==> config.mk <==
export PLATFORM = sky130hd
export DESIGN_NAME = tfbc_timer_flag_buffer_ctrl
export DESIGN_NICKNAME = d
export VERILOG_FILES = /design/src/shared/tfbc_pkg.sv /design/src/tfbc_timer_flag_buffer_ctrl.sv
export SDC_FILE = /design/constraint.sdc
export NUM_CORES = 1
export LEC_CHECK = 0
export ABC_AREA = 1
export BUFFER_PORTS_ARGS = -buffer_cell sky130_fd_sc_hd__buf_2
export CORE_MARGIN = 2
export CORE_UTILIZATION = 40
export DETAILED_ROUTE_END_ITERATION = 16
export PLACE_DENSITY = 0.68
export SLEW_MARGIN = 20
export SYNTH_ARGS = -nofsm -noshare
export SYNTH_HDL_FRONTEND = slang
export SYNTH_SLANG_ARGS = --single-unit
==> constraint.sdc <==
create_clock -name i_ref_clk -period 3.1 [get_ports i_ref_clk]
set_clock_uncertainty 0.15 [all_clocks]
set_input_delay 0.62 -clock i_ref_clk [delete_from_list [all_inputs] [get_ports i_ref_clk]]
set_output_delay 0.62 -clock i_ref_clk [all_outputs]
set_load 0.05 [all_outputs]
==> src/shared/tfbc_pkg.sv <==
// package: register map, field positions and reset values of the timer flag and buffer control block
package tfbc_pkg;
	// word addresses on the register bus, taken from byte address bits 5:2
	localparam logic [3:0] ADDR_MODE = 4'h0;
	localparam logic [3:0] ADDR_FLAGS = 4'h1;
	localparam logic [3:0] ADDR_FLAGS_EXT = 4'h2;
	localparam logic [3:0] ADDR_PHASE_FLAGS = 4'h3;
	localparam logic [3:0] ADDR_IRQ_ENABLE = 4'h4;
	localparam logic [3:0] ADDR_IO_CONTROL = 4'h5;
	localparam logic [3:0] ADDR_CONTROL = 4'h6;
	localparam logic [3:0] ADDR_GEN_A = 4'h7;
	localparam logic [3:0] ADDR_GEN_B = 4'h8;
	localparam logic [3:0] ADDR_GEN_C = 4'h9;
	localparam logic [3:0] ADDR_GEN_D = 4'hA;
	localparam logic [3:0] ADDR_PHASE_U = 4'hB;
	localparam logic [3:0] ADDR_PHASE_V = 4'hC;
	localparam logic [3:0] ADDR_PHASE_W = 4'hD;
	// timer_mode fields
	localparam int MODE_BUF_A_BIT = 4;
	localparam int MODE_BUF_B_BIT = 5;
	localparam int MODE_SEL_LSB = 0;
	localparam logic [3:0] MODE_NORMAL = 4'h0;
	localparam logic [3:0] MODE_PWM1 = 4'h2;
	localparam logic [3:0] MODE_PWM2 = 4'h3;
	localparam logic [3:0] MODE_PHASE1 = 4'h4;
	localparam logic [3:0] MODE_PHASE4 = 4'h7;
	localparam logic [3:0] MODE_COMP_LO = 4'hD;
	localparam logic [3:0] MODE_COMP_HI = 4'hF;
	// timer_flags fields
	localparam int FLAG_A_BIT = 0;
	localparam int FLAG_B_BIT = 1;
	localparam int FLAG_C_BIT = 2;
	localparam int FLAG_D_BIT = 3;
	localparam int FLAG_OVF_BIT = 4;
	localparam int FLAG_UNF_BIT = 5;
	localparam logic [5:0] FLAGS_MASK = 6'h3F;
	localparam logic [1:0] EXT_MASK = 2'h3;
	localparam logic [2:0] PHASE_MASK = 3'h7;
	// io control field per phase: 2 bits at 2*phase
	localparam logic [1:0] IOC_RISING = 2'h1;
	localparam logic [1:0] IOC_FALLING = 2'h2;
	localparam logic [1:0] IOC_BOTH = 2'h3;
	localparam logic [7:0] RST_MODE = 8'hC0;
	localparam logic [7:0] RST_BYTE = 8'h00;
	localparam logic [7:0] RST_FLAGS_RD = 8'hC0;
endpackage : tfbc_pkg

==> src/tfbc_timer_flag_buffer_ctrl.sv <==
// timer flag and buffer control: status flags, pulse measurement flags and buffer pairing
`timescale 1ns/100ps
module tfbc_timer_flag_buffer_ctrl #(
	parameter int DATA_W = 16
) (
	input wire logic i_ref_clk,
	input wire logic i_srst,
	input wire logic [5:0] i_avs_address,
	input wire logic i_avs_read,
	input wire logic i_avs_write,
	input wire logic [31:0] i_avs_writedata,
	input wire logic [3:0] i_avs_byteenable,
	output logic [31:0] o_avs_readdata,
	output logic o_avs_waitrequest,
	input wire logic [DATA_W-1:0] i_counter,
	input wire logic i_underflow,
	input wire logic i_overflow,
	input wire logic i_match_a,
	input wire logic i_match_b,
	input wire logic i_match_c,
	input wire logic i_match_d,
	input wire logic i_match_e,
	input wire logic i_match_f,
	input wire logic i_dma_start_a,
	input wire logic [2:0] i_phase_edge_rise,
	input wire logic [2:0] i_phase_edge_fall,
	input wire logic [3*DATA_W-1:0] i_phase_counter,
	output logic o_irq,
	output logic o_match_irq_a,
	output logic [3:0] o_gen_event,
	output logic o_comp_pwm,
	output logic o_io_write_refused
);
	logic [7:0] timer_mode_reg;
	logic [5:0] timer_flags_reg;
	logic [1:0] timer_flags_ext_reg;
	logic [2:0] three_phase_flags_reg;
	logic [7:0] irq_enable_reg;
	logic [5:0] io_control_reg;
	logic [7:0] control_reg;
	logic [5:0] seen_flags_reg;
	logic [1:0] seen_ext_reg;
	logic [2:0] seen_phase_reg;
	logic [DATA_W-1:0] general_reg_a, general_reg_b, general_reg_c, general_reg_d;
	logic [DATA_W-1:0] phase_reg [3];
	logic ack_reg;
	logic wr, rd, be0;
	logic [3:0] word;
	logic buffer_pair_a, buffer_pair_b, comp_pwm, plain_mode, in_tb;
	logic [3:0] mode_sel;
	logic [5:0] flag_set;
	logic [2:0] phase_copy;

	// returns bits to clear: written zero where a one was read earlier
	function automatic logic [5:0] tfbc_clr(input logic [5:0] wdata, input logic [5:0] seen);
		return ~wdata & seen;
	endfunction : tfbc_clr

	// one wait state keeps read data aligned with the registered answer
	assign o_avs_waitrequest = (i_avs_read | i_avs_write) & ~ack_reg;
	assign word = i_avs_address[5:2];
	assign be0 = i_avs_byteenable[0];
	assign wr = i_avs_write & ack_reg & be0 & (i_avs_address[1:0] == 2'h0);
	// a read counts as seen when readdata is captured, so a flag set in the wait state is not clearable yet
	assign rd = i_avs_read & ~ack_reg;
	assign mode_sel = timer_mode_reg[tfbc_pkg::MODE_SEL_LSB +: 4];
	assign buffer_pair_a = timer_mode_reg[tfbc_pkg::MODE_BUF_A_BIT];
	assign buffer_pair_b = timer_mode_reg[tfbc_pkg::MODE_BUF_B_BIT];
	assign comp_pwm = (mode_sel >= tfbc_pkg::MODE_COMP_LO) && (mode_sel <= tfbc_pkg::MODE_COMP_HI);
	assign plain_mode = (mode_sel == tfbc_pkg::MODE_NORMAL) || (mode_sel == tfbc_pkg::MODE_PWM1) ||
		(mode_sel == tfbc_pkg::MODE_PWM2) ||
		((mode_sel >= tfbc_pkg::MODE_PHASE1) && (mode_sel <= tfbc_pkg::MODE_PHASE4));
	// control bit 0 marks the tb interval, driven by software from the pwm sequencer
	assign in_tb = control_reg[0];
	assign o_comp_pwm = comp_pwm;

	always_ff @(posedge i_ref_clk) begin
		if (i_srst) begin
			ack_reg <= 1'b0;
		end else begin
			ack_reg <= (i_avs_read | i_avs_write) & ~ack_reg;
		end
	end

	// event gating for the buffered general registers
	always_comb begin
		flag_set = '0;
		flag_set[tfbc_pkg::FLAG_A_BIT] = i_match_a;
		flag_set[tfbc_pkg::FLAG_B_BIT] = i_match_b;
		flag_set[tfbc_pkg::FLAG_C_BIT] = i_match_c & (~buffer_pair_a | comp_pwm);
		flag_set[tfbc_pkg::FLAG_D_BIT] = i_match_d & (~buffer_pair_b | comp_pwm);
		// tb interval matches still set c and d; the enable bits are left to software
		if (comp_pwm && in_tb) begin
			flag_set[tfbc_pkg::FLAG_C_BIT] = i_match_c;
			flag_set[tfbc_pkg::FLAG_D_BIT] = i_match_d;
		end
		flag_set[tfbc_pkg::FLAG_OVF_BIT] = i_overflow;
		flag_set[tfbc_pkg::FLAG_UNF_BIT] = i_underflow;
	end

	// copy moment per phase from its io control field
	always_comb begin
		phase_copy = '0;
		for (int p = 0; p < 3; p++) begin
			unique case (io_control_reg[2*p +: 2])
				tfbc_pkg::IOC_RISING: phase_copy[p] = i_phase_edge_rise[p];
				tfbc_pkg::IOC_FALLING: phase_copy[p] = i_phase_edge_fall[p];
				tfbc_pkg::IOC_BOTH: phase_copy[p] = i_phase_edge_rise[p] | i_phase_edge_fall[p];
				default: phase_copy[p] = 1'b0;
			endcase
		end
	end

	always_ff @(posedge i_ref_clk) begin
		if (i_srst) begin
			timer_mode_reg <= tfbc_pkg::RST_MODE;
			irq_enable_reg <= tfbc_pkg::RST_BYTE;
			io_control_reg <= '0;
			control_reg <= tfbc_pkg::RST_BYTE;
			o_io_write_refused <= 1'b0;
		end else if (wr) begin
			unique case (word)
				tfbc_pkg::ADDR_MODE: timer_mode_reg <= i_avs_writedata[7:0];
				tfbc_pkg::ADDR_IRQ_ENABLE: irq_enable_reg <= i_avs_writedata[7:0];
				tfbc_pkg::ADDR_CONTROL: control_reg <= i_avs_writedata[7:0];
				tfbc_pkg::ADDR_IO_CONTROL: begin
					// ignored outside plain modes to protect capture setup
					if (plain_mode) begin
						io_control_reg <= i_avs_writedata[5:0];
					end
					o_io_write_refused <= ~plain_mode;
				end
				default: ;
			endcase
		end
	end

	// status flags: set wins over clear, a written one keeps the flag
	always_ff @(posedge i_ref_clk) begin
		if (i_srst) begin
			timer_flags_reg <= '0;
			seen_flags_reg <= '0;
		end else begin
			logic [5:0] clr;
			clr = '0;
			if (wr && word == tfbc_pkg::ADDR_FLAGS) begin
				clr = tfbc_clr(i_avs_writedata[5:0], seen_flags_reg) & tfbc_pkg::FLAGS_MASK;
			end
			if (i_dma_start_a) begin
				clr[tfbc_pkg::FLAG_A_BIT] = 1'b1;
			end
			timer_flags_reg <= (timer_flags_reg & ~clr) | flag_set;
			if (rd && word == tfbc_pkg::ADDR_FLAGS) begin
				seen_flags_reg <= timer_flags_reg;
			end else begin
				seen_flags_reg <= seen_flags_reg & ~clr & timer_flags_reg;
			end
		end
	end

	always_ff @(posedge i_ref_clk) begin
		if (i_srst) begin
			timer_flags_ext_reg <= '0;
			seen_ext_reg <= '0;
		end else begin
			logic [1:0] clr;
			clr = '0;
			if (wr && word == tfbc_pkg::ADDR_FLAGS_EXT) begin
				clr = ~i_avs_writedata[1:0] & seen_ext_reg & tfbc_pkg::EXT_MASK;
			end
			timer_flags_ext_reg <= (timer_flags_ext_reg & ~clr) | {i_match_f, i_match_e};
			if (rd && word == tfbc_pkg::ADDR_FLAGS_EXT) begin
				seen_ext_reg <= timer_flags_ext_reg;
			end else begin
				seen_ext_reg <= seen_ext_reg & ~clr & timer_flags_ext_reg;
			end
		end
	end

	always_ff @(posedge i_ref_clk) begin
		if (i_srst) begin
			three_phase_flags_reg <= '0;
			seen_phase_reg <= '0;
			for (int p = 0; p < 3; p++) begin
				phase_reg[p] <= '0;
			end
		end else begin
			logic [2:0] clr;
			clr = '0;
			if (wr && word == tfbc_pkg::ADDR_PHASE_FLAGS) begin
				clr = ~i_avs_writedata[2:0] & seen_phase_reg & tfbc_pkg::PHASE_MASK;
			end
			three_phase_flags_reg <= (three_phase_flags_reg & ~clr) | phase_copy;
			for (int p = 0; p < 3; p++) begin
				if (phase_copy[p]) begin
					phase_reg[p] <= i_phase_counter[p*DATA_W +: DATA_W];
				end
			end
			if (rd && word == tfbc_pkg::ADDR_PHASE_FLAGS) begin
				seen_phase_reg <= three_phase_flags_reg;
			end else begin
				seen_phase_reg <= seen_phase_reg & ~clr & three_phase_flags_reg;
			end
		end
	end

	// general registers: on a match the buffer value moves into its partner
	always_ff @(posedge i_ref_clk) begin
		if (i_srst) begin
			general_reg_a <= '0;
			general_reg_b <= '0;
			general_reg_c <= '0;
			general_reg_d <= '0;
		end else begin
			if (wr && word == tfbc_pkg::ADDR_GEN_C) begin
				general_reg_c <= i_avs_writedata[DATA_W-1:0];
			end
			if (wr && word == tfbc_pkg::ADDR_GEN_D) begin
				general_reg_d <= i_avs_writedata[DATA_W-1:0];
			end
			if (wr && word == tfbc_pkg::ADDR_GEN_A) begin
				general_reg_a <= i_avs_writedata[DATA_W-1:0];
			end else if (buffer_pair_a && i_match_a) begin
				general_reg_a <= general_reg_c;
			end
			if (wr && word == tfbc_pkg::ADDR_GEN_B) begin
				general_reg_b <= i_avs_writedata[DATA_W-1:0];
			end else if (buffer_pair_b && i_match_b) begin
				general_reg_b <= general_reg_d;
			end
		end
	end

	always_ff @(posedge i_ref_clk) begin
		if (i_srst) begin
			o_gen_event <= '0;
			o_match_irq_a <= 1'b0;
		end else begin
			o_gen_event <= flag_set[3:0];
			o_match_irq_a <= timer_flags_reg[tfbc_pkg::FLAG_A_BIT] & irq_enable_reg[tfbc_pkg::FLAG_A_BIT];
		end
	end

	// phase w has no enable bit in the 8-bit enable register
	assign o_irq = |(({three_phase_flags_reg[1:0], timer_flags_reg} & irq_enable_reg) |
		({6'h00, timer_flags_ext_reg} & {6'h00, control_reg[2:1]}));

	always_ff @(posedge i_ref_clk) begin
		if (i_srst) begin
			o_avs_readdata <= '0;
		end else if (i_avs_read & ~ack_reg) begin
			o_avs_readdata <= '0;
			unique case (word)
				tfbc_pkg::ADDR_MODE: o_avs_readdata[7:0] <= timer_mode_reg;
				tfbc_pkg::ADDR_FLAGS: o_avs_readdata[7:0] <= tfbc_pkg::RST_FLAGS_RD | {2'h0, timer_flags_reg};
				tfbc_pkg::ADDR_FLAGS_EXT: o_avs_readdata[1:0] <= timer_flags_ext_reg;
				tfbc_pkg::ADDR_PHASE_FLAGS: o_avs_readdata[2:0] <= three_phase_flags_reg;
				tfbc_pkg::ADDR_IRQ_ENABLE: o_avs_readdata[7:0] <= irq_enable_reg;
				tfbc_pkg::ADDR_IO_CONTROL: o_avs_readdata[5:0] <= io_control_reg;
				tfbc_pkg::ADDR_CONTROL: o_avs_readdata[7:0] <= control_reg;
				tfbc_pkg::ADDR_GEN_A: o_avs_readdata[DATA_W-1:0] <= general_reg_a;
				tfbc_pkg::ADDR_GEN_B: o_avs_readdata[DATA_W-1:0] <= general_reg_b;
				tfbc_pkg::ADDR_GEN_C: o_avs_readdata[DATA_W-1:0] <= general_reg_c;
				tfbc_pkg::ADDR_GEN_D: o_avs_readdata[DATA_W-1:0] <= general_reg_d;
				tfbc_pkg::ADDR_PHASE_U: o_avs_readdata[DATA_W-1:0] <= phase_reg[0];
				tfbc_pkg::ADDR_PHASE_V: o_avs_readdata[DATA_W-1:0] <= phase_reg[1];
				tfbc_pkg::ADDR_PHASE_W: o_avs_readdata[DATA_W-1:0] <= phase_reg[2];
				default: o_avs_readdata <= '0;
			endcase
		end
	end

	wire logic unused_ok = &{1'b0, i_counter, i_avs_byteenable[3:1]};

	dma_clear_a: assert property (@(posedge i_ref_clk) disable iff (i_srst)
		i_dma_start_a && !i_match_a |=> !timer_flags_reg[tfbc_pkg::FLAG_A_BIT]) else $error("dma start left flag a");
	one_keeps_a: assert property (@(posedge i_ref_clk) disable iff (i_srst)
		wr && word == tfbc_pkg::ADDR_FLAGS && (&i_avs_writedata[5:0]) && !i_dma_start_a
		|=> timer_flags_reg == ($past(timer_flags_reg) | $past(flag_set))) else $error("written one changed a flag");
	unread_clr_a: assert property (@(posedge i_ref_clk) disable iff (i_srst)
		wr && word == tfbc_pkg::ADDR_FLAGS && seen_flags_reg == 6'h00 && !i_dma_start_a
		|=> timer_flags_reg == ($past(timer_flags_reg) | $past(flag_set))) else $error("unread flag cleared");
	ext_clear_a: assert property (@(posedge i_ref_clk) disable iff (i_srst)
		wr && word == tfbc_pkg::ADDR_FLAGS_EXT && seen_ext_reg[0] && !i_avs_writedata[0] && !i_match_e
		|=> !timer_flags_ext_reg[0]) else $error("flag e not cleared");
	phase_set_a: assert property (@(posedge i_ref_clk) disable iff (i_srst)
		phase_copy[0] |=> three_phase_flags_reg[0] && phase_reg[0] == $past(i_phase_counter[DATA_W-1:0]))
		else $error("phase u copy missed");
	ioc_rise_a: assert property (@(posedge i_ref_clk) disable iff (i_srst)
		io_control_reg[1:0] == tfbc_pkg::IOC_RISING && i_phase_edge_rise[0] |-> phase_copy[0])
		else $error("rising edge copy missed");
	buf_b_a: assert property (@(posedge i_ref_clk) disable iff (i_srst)
		buffer_pair_b && i_match_b && !(wr && word == tfbc_pkg::ADDR_GEN_B)
		|=> general_reg_b == $past(general_reg_d)) else $error("b not loaded from d");
	buf_d_gate_a: assert property (@(posedge i_ref_clk) disable iff (i_srst)
		buffer_pair_b && !comp_pwm |-> !flag_set[tfbc_pkg::FLAG_D_BIT]) else $error("buffered d made event");
	tb_match_d_a: assert property (@(posedge i_ref_clk) disable iff (i_srst)
		comp_pwm && in_tb && i_match_d |=> timer_flags_reg[tfbc_pkg::FLAG_D_BIT]) else $error("tb d match lost");
	buf_c_gate_a: assert property (@(posedge i_ref_clk) disable iff (i_srst)
		buffer_pair_a && !comp_pwm |-> !flag_set[tfbc_pkg::FLAG_C_BIT]) else $error("buffered c made event");
	tb_match_c_a: assert property (@(posedge i_ref_clk) disable iff (i_srst)
		comp_pwm && in_tb && i_match_c |=> timer_flags_reg[tfbc_pkg::FLAG_C_BIT]) else $error("tb c match lost");
	ioc_guard_a: assert property (@(posedge i_ref_clk) disable iff (i_srst)
		wr && word == tfbc_pkg::ADDR_IO_CONTROL && !plain_mode |=> $stable(io_control_reg))
		else $error("io control changed in wrong mode");
	bus_answer_a: assert property (@(posedge i_ref_clk) disable iff (i_srst)
		(i_avs_read || i_avs_write) && o_avs_waitrequest |=> !o_avs_waitrequest) else $error("bus answer late");

	flag_clear_c: cover property (@(posedge i_ref_clk) disable iff (i_srst)
		rd && word == tfbc_pkg::ADDR_FLAGS ##[1:8] wr && word == tfbc_pkg::ADDR_FLAGS);
	dma_clear_c: cover property (@(posedge i_ref_clk) disable iff (i_srst)
		timer_flags_reg[0] && i_dma_start_a);
	phase_copy_c: cover property (@(posedge i_ref_clk) disable iff (i_srst) |phase_copy);
	buffer_load_c: cover property (@(posedge i_ref_clk) disable iff (i_srst) buffer_pair_b && i_match_b);
endmodule : tfbc_timer_flag_buffer_ctrl

==> results of run 1 <==
## per-stage QoR
step	instances	utilization	hold WS (ps)	instance area (um^2)	worst slack, ps
2_1_floorplan	1149	-	286	8520	828
3_3_place_gp	1495	0.443	295	9260	663
3_5_place_dp	1495	0.443	297	9260	634
4_1_cts	1527	0.473	228	9880	720
5_1_grt	1527	0.473	257	9880	648
6_report	1527	0.473	236	9880	730
## metal layers
metal | vias to the layer above | track usage | part of all wire | wire, um
met5 | - | 0 | 0 | 0
met4 | 0 | 0.109 | 0.039 | 959
met3 | 56 | 0.0357 | 0.060 | 1450
met2 | 298 | 0.366 | 0.47 | 11300
met1 | 3532 | 0.284 | 0.44 | 10600
li1 | 3841 | - | - | -
## area by class of cell
type                    count  area (um^2)  share of cell area
flip-flops and latches    187         4220               0.427
multi-input cells         773         3460               0.350
repair buffers            137          768              0.0777
inverters                 123          462              0.0467
clock buffers              18          439              0.0444
well taps                 275          344              0.0348
clock inverters            14          189              0.0191
## worst max path at each step
stage / startpoint / to / slack, ps
finish: timer_flags_reg[0] / o_irq / 730
global route: timer_flags_reg[0] / o_irq / 650
CTS: timer_flags_reg[4] / o_irq / 720
detailed placement: i_avs_address[1] / timer_mode_reg[0] / 630
global placement: i_avs_address[1] / timer_mode_reg[5] / 660
floorplan: timer_mode_reg[2] / o_comp_pwm / 830
## logic make-up after synthesis
group / count (synthesis)
simple gates: 474
buf+inv: 189
other cells: 1
compound gates: 283
flops: 187
## critical path, stage by stage, from the launching register on
cell	delay, ps
dfxtp_1	360
nand2_1	120
nand4_1	100
a221oi_1	240
nand2_1	110
buf_2	230
## cells in the final DEF, fill, tap and decap left out, types with 3 or more instances in the layout
cell type | Yosys | final
inv_6 | 0 | 4
buf_2 | 22 | 114
inv_1 | 115 | 114
clkbuf_16 | 0 | 17
nor2_4 | 5 | 5
edfxtp_1 | 48 | 48
bufinv_16 | 0 | 4
nand4_1 | 4 | 4
nand3_1 | 43 | 42
o22ai_1 | 3 | 3
conb_1 | 1 | 16
buf_4 | 20 | 21
clkinv_2 | 0 | 3
inv_2 | 7 | 8
a21oi_1 | 134 | 134
o211ai_1 | 3 | 3
nand2_1 | 341 | 341
nor2_1 | 57 | 57
nor3_1 | 3 | 3
nor3b_1 | 3 | 3
dfxtp_1 | 139 | 139
o21ai_0 | 135 | 135
o21ai_1 | 4 | 4
nor2_2 | 13 | 13
nand3_2 | 2 | 3
## power breakdown
group	internal, W	switching (W)	total, W
Combinational	0.0000903	0.000259	0.000349
Clock	0.00138	0.000982	0.00236
Sequential	0.00254	0.0000216	0.00256
Total	0.00400	0.00126	0.00526
## synthesized netlist by cell type (all sizes together) (3+ instances only)
| cell type | instances | area share |
|---|---|---|
| dfxtp | 139 | 0.33 |
| inv | 122 | 0.054 |
| a21oi | 134 | 0.079 |
| edfxtp | 48 | 0.17 |
| nor2 | 75 | 0.042 |
| o211ai | 3 | 0.0027 |
| nor3 | 3 | 0.0018 |
| nand4 | 4 | 0.0030 |
| nand3 | 45 | 0.028 |
| nor3b | 3 | 0.0027 |
| nand2 | 343 | 0.15 |
| buf | 45 | 0.034 |
| o22ai | 3 | 0.0022 |
| clkbuf | 20 | 0.010 |
| o21ai | 139 | 0.082 |
==> summary.md, run 1 <==
| Metric | Value |
|---|---|
| Root buf cell | clkbuf_16 |
| Post-synthesis compound-gate area fraction | 0.171 |
| Post-CTS Resized | 0 |
| Vias/cell | 5.06 |
| Mapped Cells | 1134 |
| TNS Setup | 0 ps |
| Yosys reg bits | 187 |
| Antenna-violating nets left | 0 |
| Number of flip-flops in the largest register | 48 |
| Clock transition at path regs | 70 ps |
| GRT Overall Usage | 0.222 |
| R2R Path End | phase_reg[0][7] |
| Slew headroom | 0.605 |
| CTS Sinks | 187 |
| Tightest Pin Transition | 592 ps |
| Number of flops mapped to enable cells by yosys | 48 |
| Final Critical Period | 2370 ps |
| Clk_lat worst skew | 440 ps |
| Detailed placement HPWL | 17200 um |
| Share of layout cells above drive strength 1 | 0.161 |
| Die area | 22300 um^2 |
| Hold Crit Depth | 3 |
| Post-Synth XOR/XNOR Area | 0 |
| Setup bufs post-CTS | 0 |
| Pin count of the biggest net entering global routing | 49 |
| Crit Path Category | flip-flop to output port |
| Area Growth Syn to Fin | 16.8% |
| Outcome | completed |
| Nets | 1364 |
| R2R Path Start | io_control_reg[2] |
| Hold Crit Class | input pin to flip-flop |
| Leakage | 4.58 nW |
| CTS tree | done |
| Startpoint types | flip-flop |
| Sequential-to-total area share from yosys stat | 0.499 |
| Gr ovfl total | 0 |
| Simple-Gate Fraction of Synth Area | 0.230 |
| Post-Syn Area | 8460 um^2 |
| CTS Hold Buffers Added | 0 |
| CTS buffer count | 17 |
| # fillers | 2098 |
| Crit-path max FO | 4 |
| Post-synthesis adder-cell area fraction | 0 |
| Initial Utilization | 0.405 |
| Average cell area after synthesis | 7.46 um^2 |
| Hold path endpoint | timer_flags_ext_reg[1] |
| Drt wl/cell | 15.9 um |
| Die Y | 149 um |
| Total number of H-tree levels | 4 |
| DIE WIDTH | 149 um |
| Core area | 20900 um^2 |
| FP Rows | 53 |
| Drt first pass iters | 5 |
| Vias in the first global route | 7195 |
| Main combinational cell family by area after synthesis | simple AND/OR/NAND/NOR gates |
| Worst Hold Launch | i_match_f |
| Ys Warns | 0 |
| Distinct cells, synth | 32 |
| Worst EP required | 2330 ps |
| Tot Pwr | 0.00526 W |
| Drt total wl | 24300 um |
| GP Congestion | 0.929 |
| Ys async rst share | 0 |
| Most frequently used flop master after synthesis | dfxtp_1 |
| R2R Setup Slk | 970 ps |
| Ports | 166 |
| Max Slew Vio Count | 0 |
| R2R cell count | 7 |
| WP data arrival | 1600 ps |
| ANT cells | 0 |
| Power Density | 533 nW/um^2 |
| Fmax | 422 MHz |
| First-pass GRT wire length | 37900 um |
| DRT iter0 DRCs | 706 |
| Via count | 7727 |
| Worst vdd ir | 0.340 mV |
| Max_cap viols | 0 |
| Multiplexer area fraction after synthesis | 0 |
| Endpoints failing setup | 0 |
| RSZ-0062 raised after global routing | no |
| CP endpoint kind | output port |
| Drt drc | 0 |
| Hold Fails Final Rpt | 0 |
| Port Buffers | 114 |
| Initial antenna violation count | 0 |
| CTS max path bufs | 2 |
| Final worst-path cycle share | 0.765 |
Power figures use the tool's default switching activity.
==> run 2: changes to the inputs <==
ABC_AREA = 0   (was 1)
clock period = 2.3 ns   (was 3.1 ns; I/O delays follow)
==> summary.md, run 2 <==
| Metric | Value |
|---|---|
| Outcome | completed |
| WP data arrival | 1570 ps |
| Total number of H-tree levels | 4 |
| Fmax | 459 MHz |
| Clock transition at path regs | 60 ps |
| Ports | 166 |
| Gr ovfl total | 0 |
| Buffers & Inverters on Critical Path | 1 |
| CTS buffer count | 17 |
| Hold Crit Class | input pin to flip-flop |
| Drt first pass iters | 7 |
| Mapped Cells | 927 |
| Hold Fails Final Rpt | 0 |
| Crit-path leading delay family | compound AO/OA/AOI/OAI gates |
| Die Y | 154 um |
| Yosys reg bits | 187 |
| DIE WIDTH | 154 um |
| Drt drc | 0 |
| Die area | 23700 um^2 |
| Power Density | 669 nW/um^2 |
| RSZ-0062 raised after global routing | no |
| DRT iter0 DRCs | 793 |
| Max Slew Vio Count | 0 |
| Port Buffers | 114 |
| Clk_lat worst skew | 440 ps |
| Top cells by area, synth | dfxtp_1 31%, edfxtp_1 16%, mux2i_1 9.7% |
| Most frequently used flop master after synthesis | dfxtp_1 |
| Crit Path Category | flip-flop to output port |
| Final WS setup | 120 ps |
| Worst vdd ir | 0.462 mV |
| FP Rows | 54 |
| Most frequent cells in the layout | 139 x dfxtp_1, 112 x buf_2, 110 x nor2_1, 87 x mux2i_1, 81 x nand2_1 |
| Leading area contributor after synthesis | dfxtp_1 |
| Drt total wl | 28900 um |
| CP max stage delay | 350 ps |
| Ys async rst share | 0 |
| Post-DP Area | 10100 um^2 |
| # fillers | 1992 |
| Area Growth Syn to Fin | 19.5% |
| Setup bufs post-CTS | 0 |
| R2R Setup Slk | 390 ps |
| Leakage | 4.57 nW |
| Number of flops mapped to enable cells by yosys | 48 |
| Initial antenna violation count | 1 |
| Post-Syn Area | 9000 um^2 |
| Final Critical Period | 2180 ps |
| Initial Utilization | 0.410 |
| GP Congestion | 0.961 |
| Vias in the first global route | 7538 |
| Drt wl/cell | 21.5 um |
| Via count | 7819 |
| Crit-path max FO | 3 |
| CTS max path bufs | 2 |
| Dpl ws | 62.1 ps |
| Top-area cell type share of the netlist area | 0.309 |
| Antenna-violating nets left | 0 |
| Worst EP required | 1690 ps |
| Tot Pwr | 0.00719 W |
| Root buf cell | clkbuf_16 |
| Tightest Pin Transition | 532 ps |
| Distinct cells, synth | 71 |
| CTS tree | done |
| FF+latch area | 4220 um^2 |
| Most frequent cell after synthesis | dfxtp_1 |
| Fin area | 10800 um^2 |
| Commonest cells post-synth | 139 x dfxtp_1, 110 x nor2_1, 87 x mux2i_1 |
| Endpoints failing setup | 0 |
| CP endpoint kind | output port |
| Number of flip-flops in the largest register | 48 |
| Detailed placement HPWL | 20200 um |
| Multi-input logic area | 4310 um^2 |
| CP max-delay cell | dfxtp_1 |
| First-pass GRT wire length | 43900 um |
| Core area | 22000 um^2 |
| Final worst-path cycle share | 0.948 |
| Max_cap viols | 0 |
| Average cell area after synthesis | 9.71 um^2 |
| Sequential-to-total area share from yosys stat | 0.469 |
| Slew headroom | 0.645 |
| CTS Sinks | 187 |
| Ys Warns | 0 |
| Share of layout cells above drive strength 1 | 0.223 |
| Startpoint types | flip-flop |
| TNS Setup | 0 ps |
| Nets | 1173 |
| Critical-path cell list | a22o_1 -> a221oi_2 -> nand4_1 -> clkbuf_4 |
| GRT Overall Usage | 0.242 |
| Commonest non-fill, non-tap cell in the layout | dfxtp_1 |
| Pin count of the biggest net entering global routing | 104 |
| Vias/cell | 5.83 |
## run 2: what timing repair did
action	CTS	global route
hold buffers	0	0
endpoints found under the setup margin	0	1
gates resized for setup	0	2
endpoints found under the hold margin	0	0
## run 2: logic make-up (layout without fill, tap and decap cells)
| logic type | after synthesis | after routing | share of synthesized area |
|---|---|---|---|
| flops | 187 | 187 | 0.469 |
| compound gates | 171 | 171 | 0.150 |
| other cells | 1 | 17 | 0.000417 |
| buf+inv | 107 | 225 | 0.0605 |
| simple gates | 359 | 359 | 0.203 |
| mux | 101 | 101 | 0.117 |
| xor+xnor | 1 | 1 | 0.000973 |
## run 2: per-stage QoR
stage                     utilization  hold WS (ps)  instances
after CTS                       0.488           103       1339
final                           0.490           109       1341
after global routing            0.490           114       1340
after detailed placement        0.461           287       1308
after global placement          0.461           281       1308
after floorplan                     -           274        942
## run 2: cell type report
type,count,share of cell area
multi-input cells,648,0.401
flip-flops and latches,187,0.393
repair buffers,182,0.113
clock buffers,24,0.0451
well taps,280,0.0326
clock inverters,7,0.0108
inverters,12,0.00419
diodes,1,0.000233
## run 2: per-layer routing
layer	up-vias	wire length [um]	global-route usage
met2	387	13600	0.397
met1	3771	11800	0.315
met3	60	2500	0.0561
li1	3601	-	-
met4	0	924	0.0828
met5	-	0	0
## run 2: path summary, 6_finish.rpt
| kind | to | from | cells after the start |
|---|---|---|---|
| hold / removal | timer_flags_reg[0] | i_dma_start_a | 2 |
| setup / recovery | o_irq | timer_flags_reg[2] | 4 |
| setup reg to reg | control_reg[0] | ack_reg | 4 |
| hold reg to reg | timer_flags_ext_reg[0] | seen_ext_reg[0] | 1 |
## run 2: where the power goes
part | total [W] | switching, W | internal [W]
Clock | 0.00306 | 0.00126 | 0.00180
Sequential | 0.00346 | 0.0000391 | 0.00342
Combinational | 0.000670 | 0.000447 | 0.000223
Total | 0.00719 | 0.00175 | 0.00544
## run 2: worst reg2reg max path: stages, from the launching register on
cell,delay [ps]
dfxtp_1,380
and4bb_4,400
nand4_2,460
mux2i_1,330
nor2_1,70
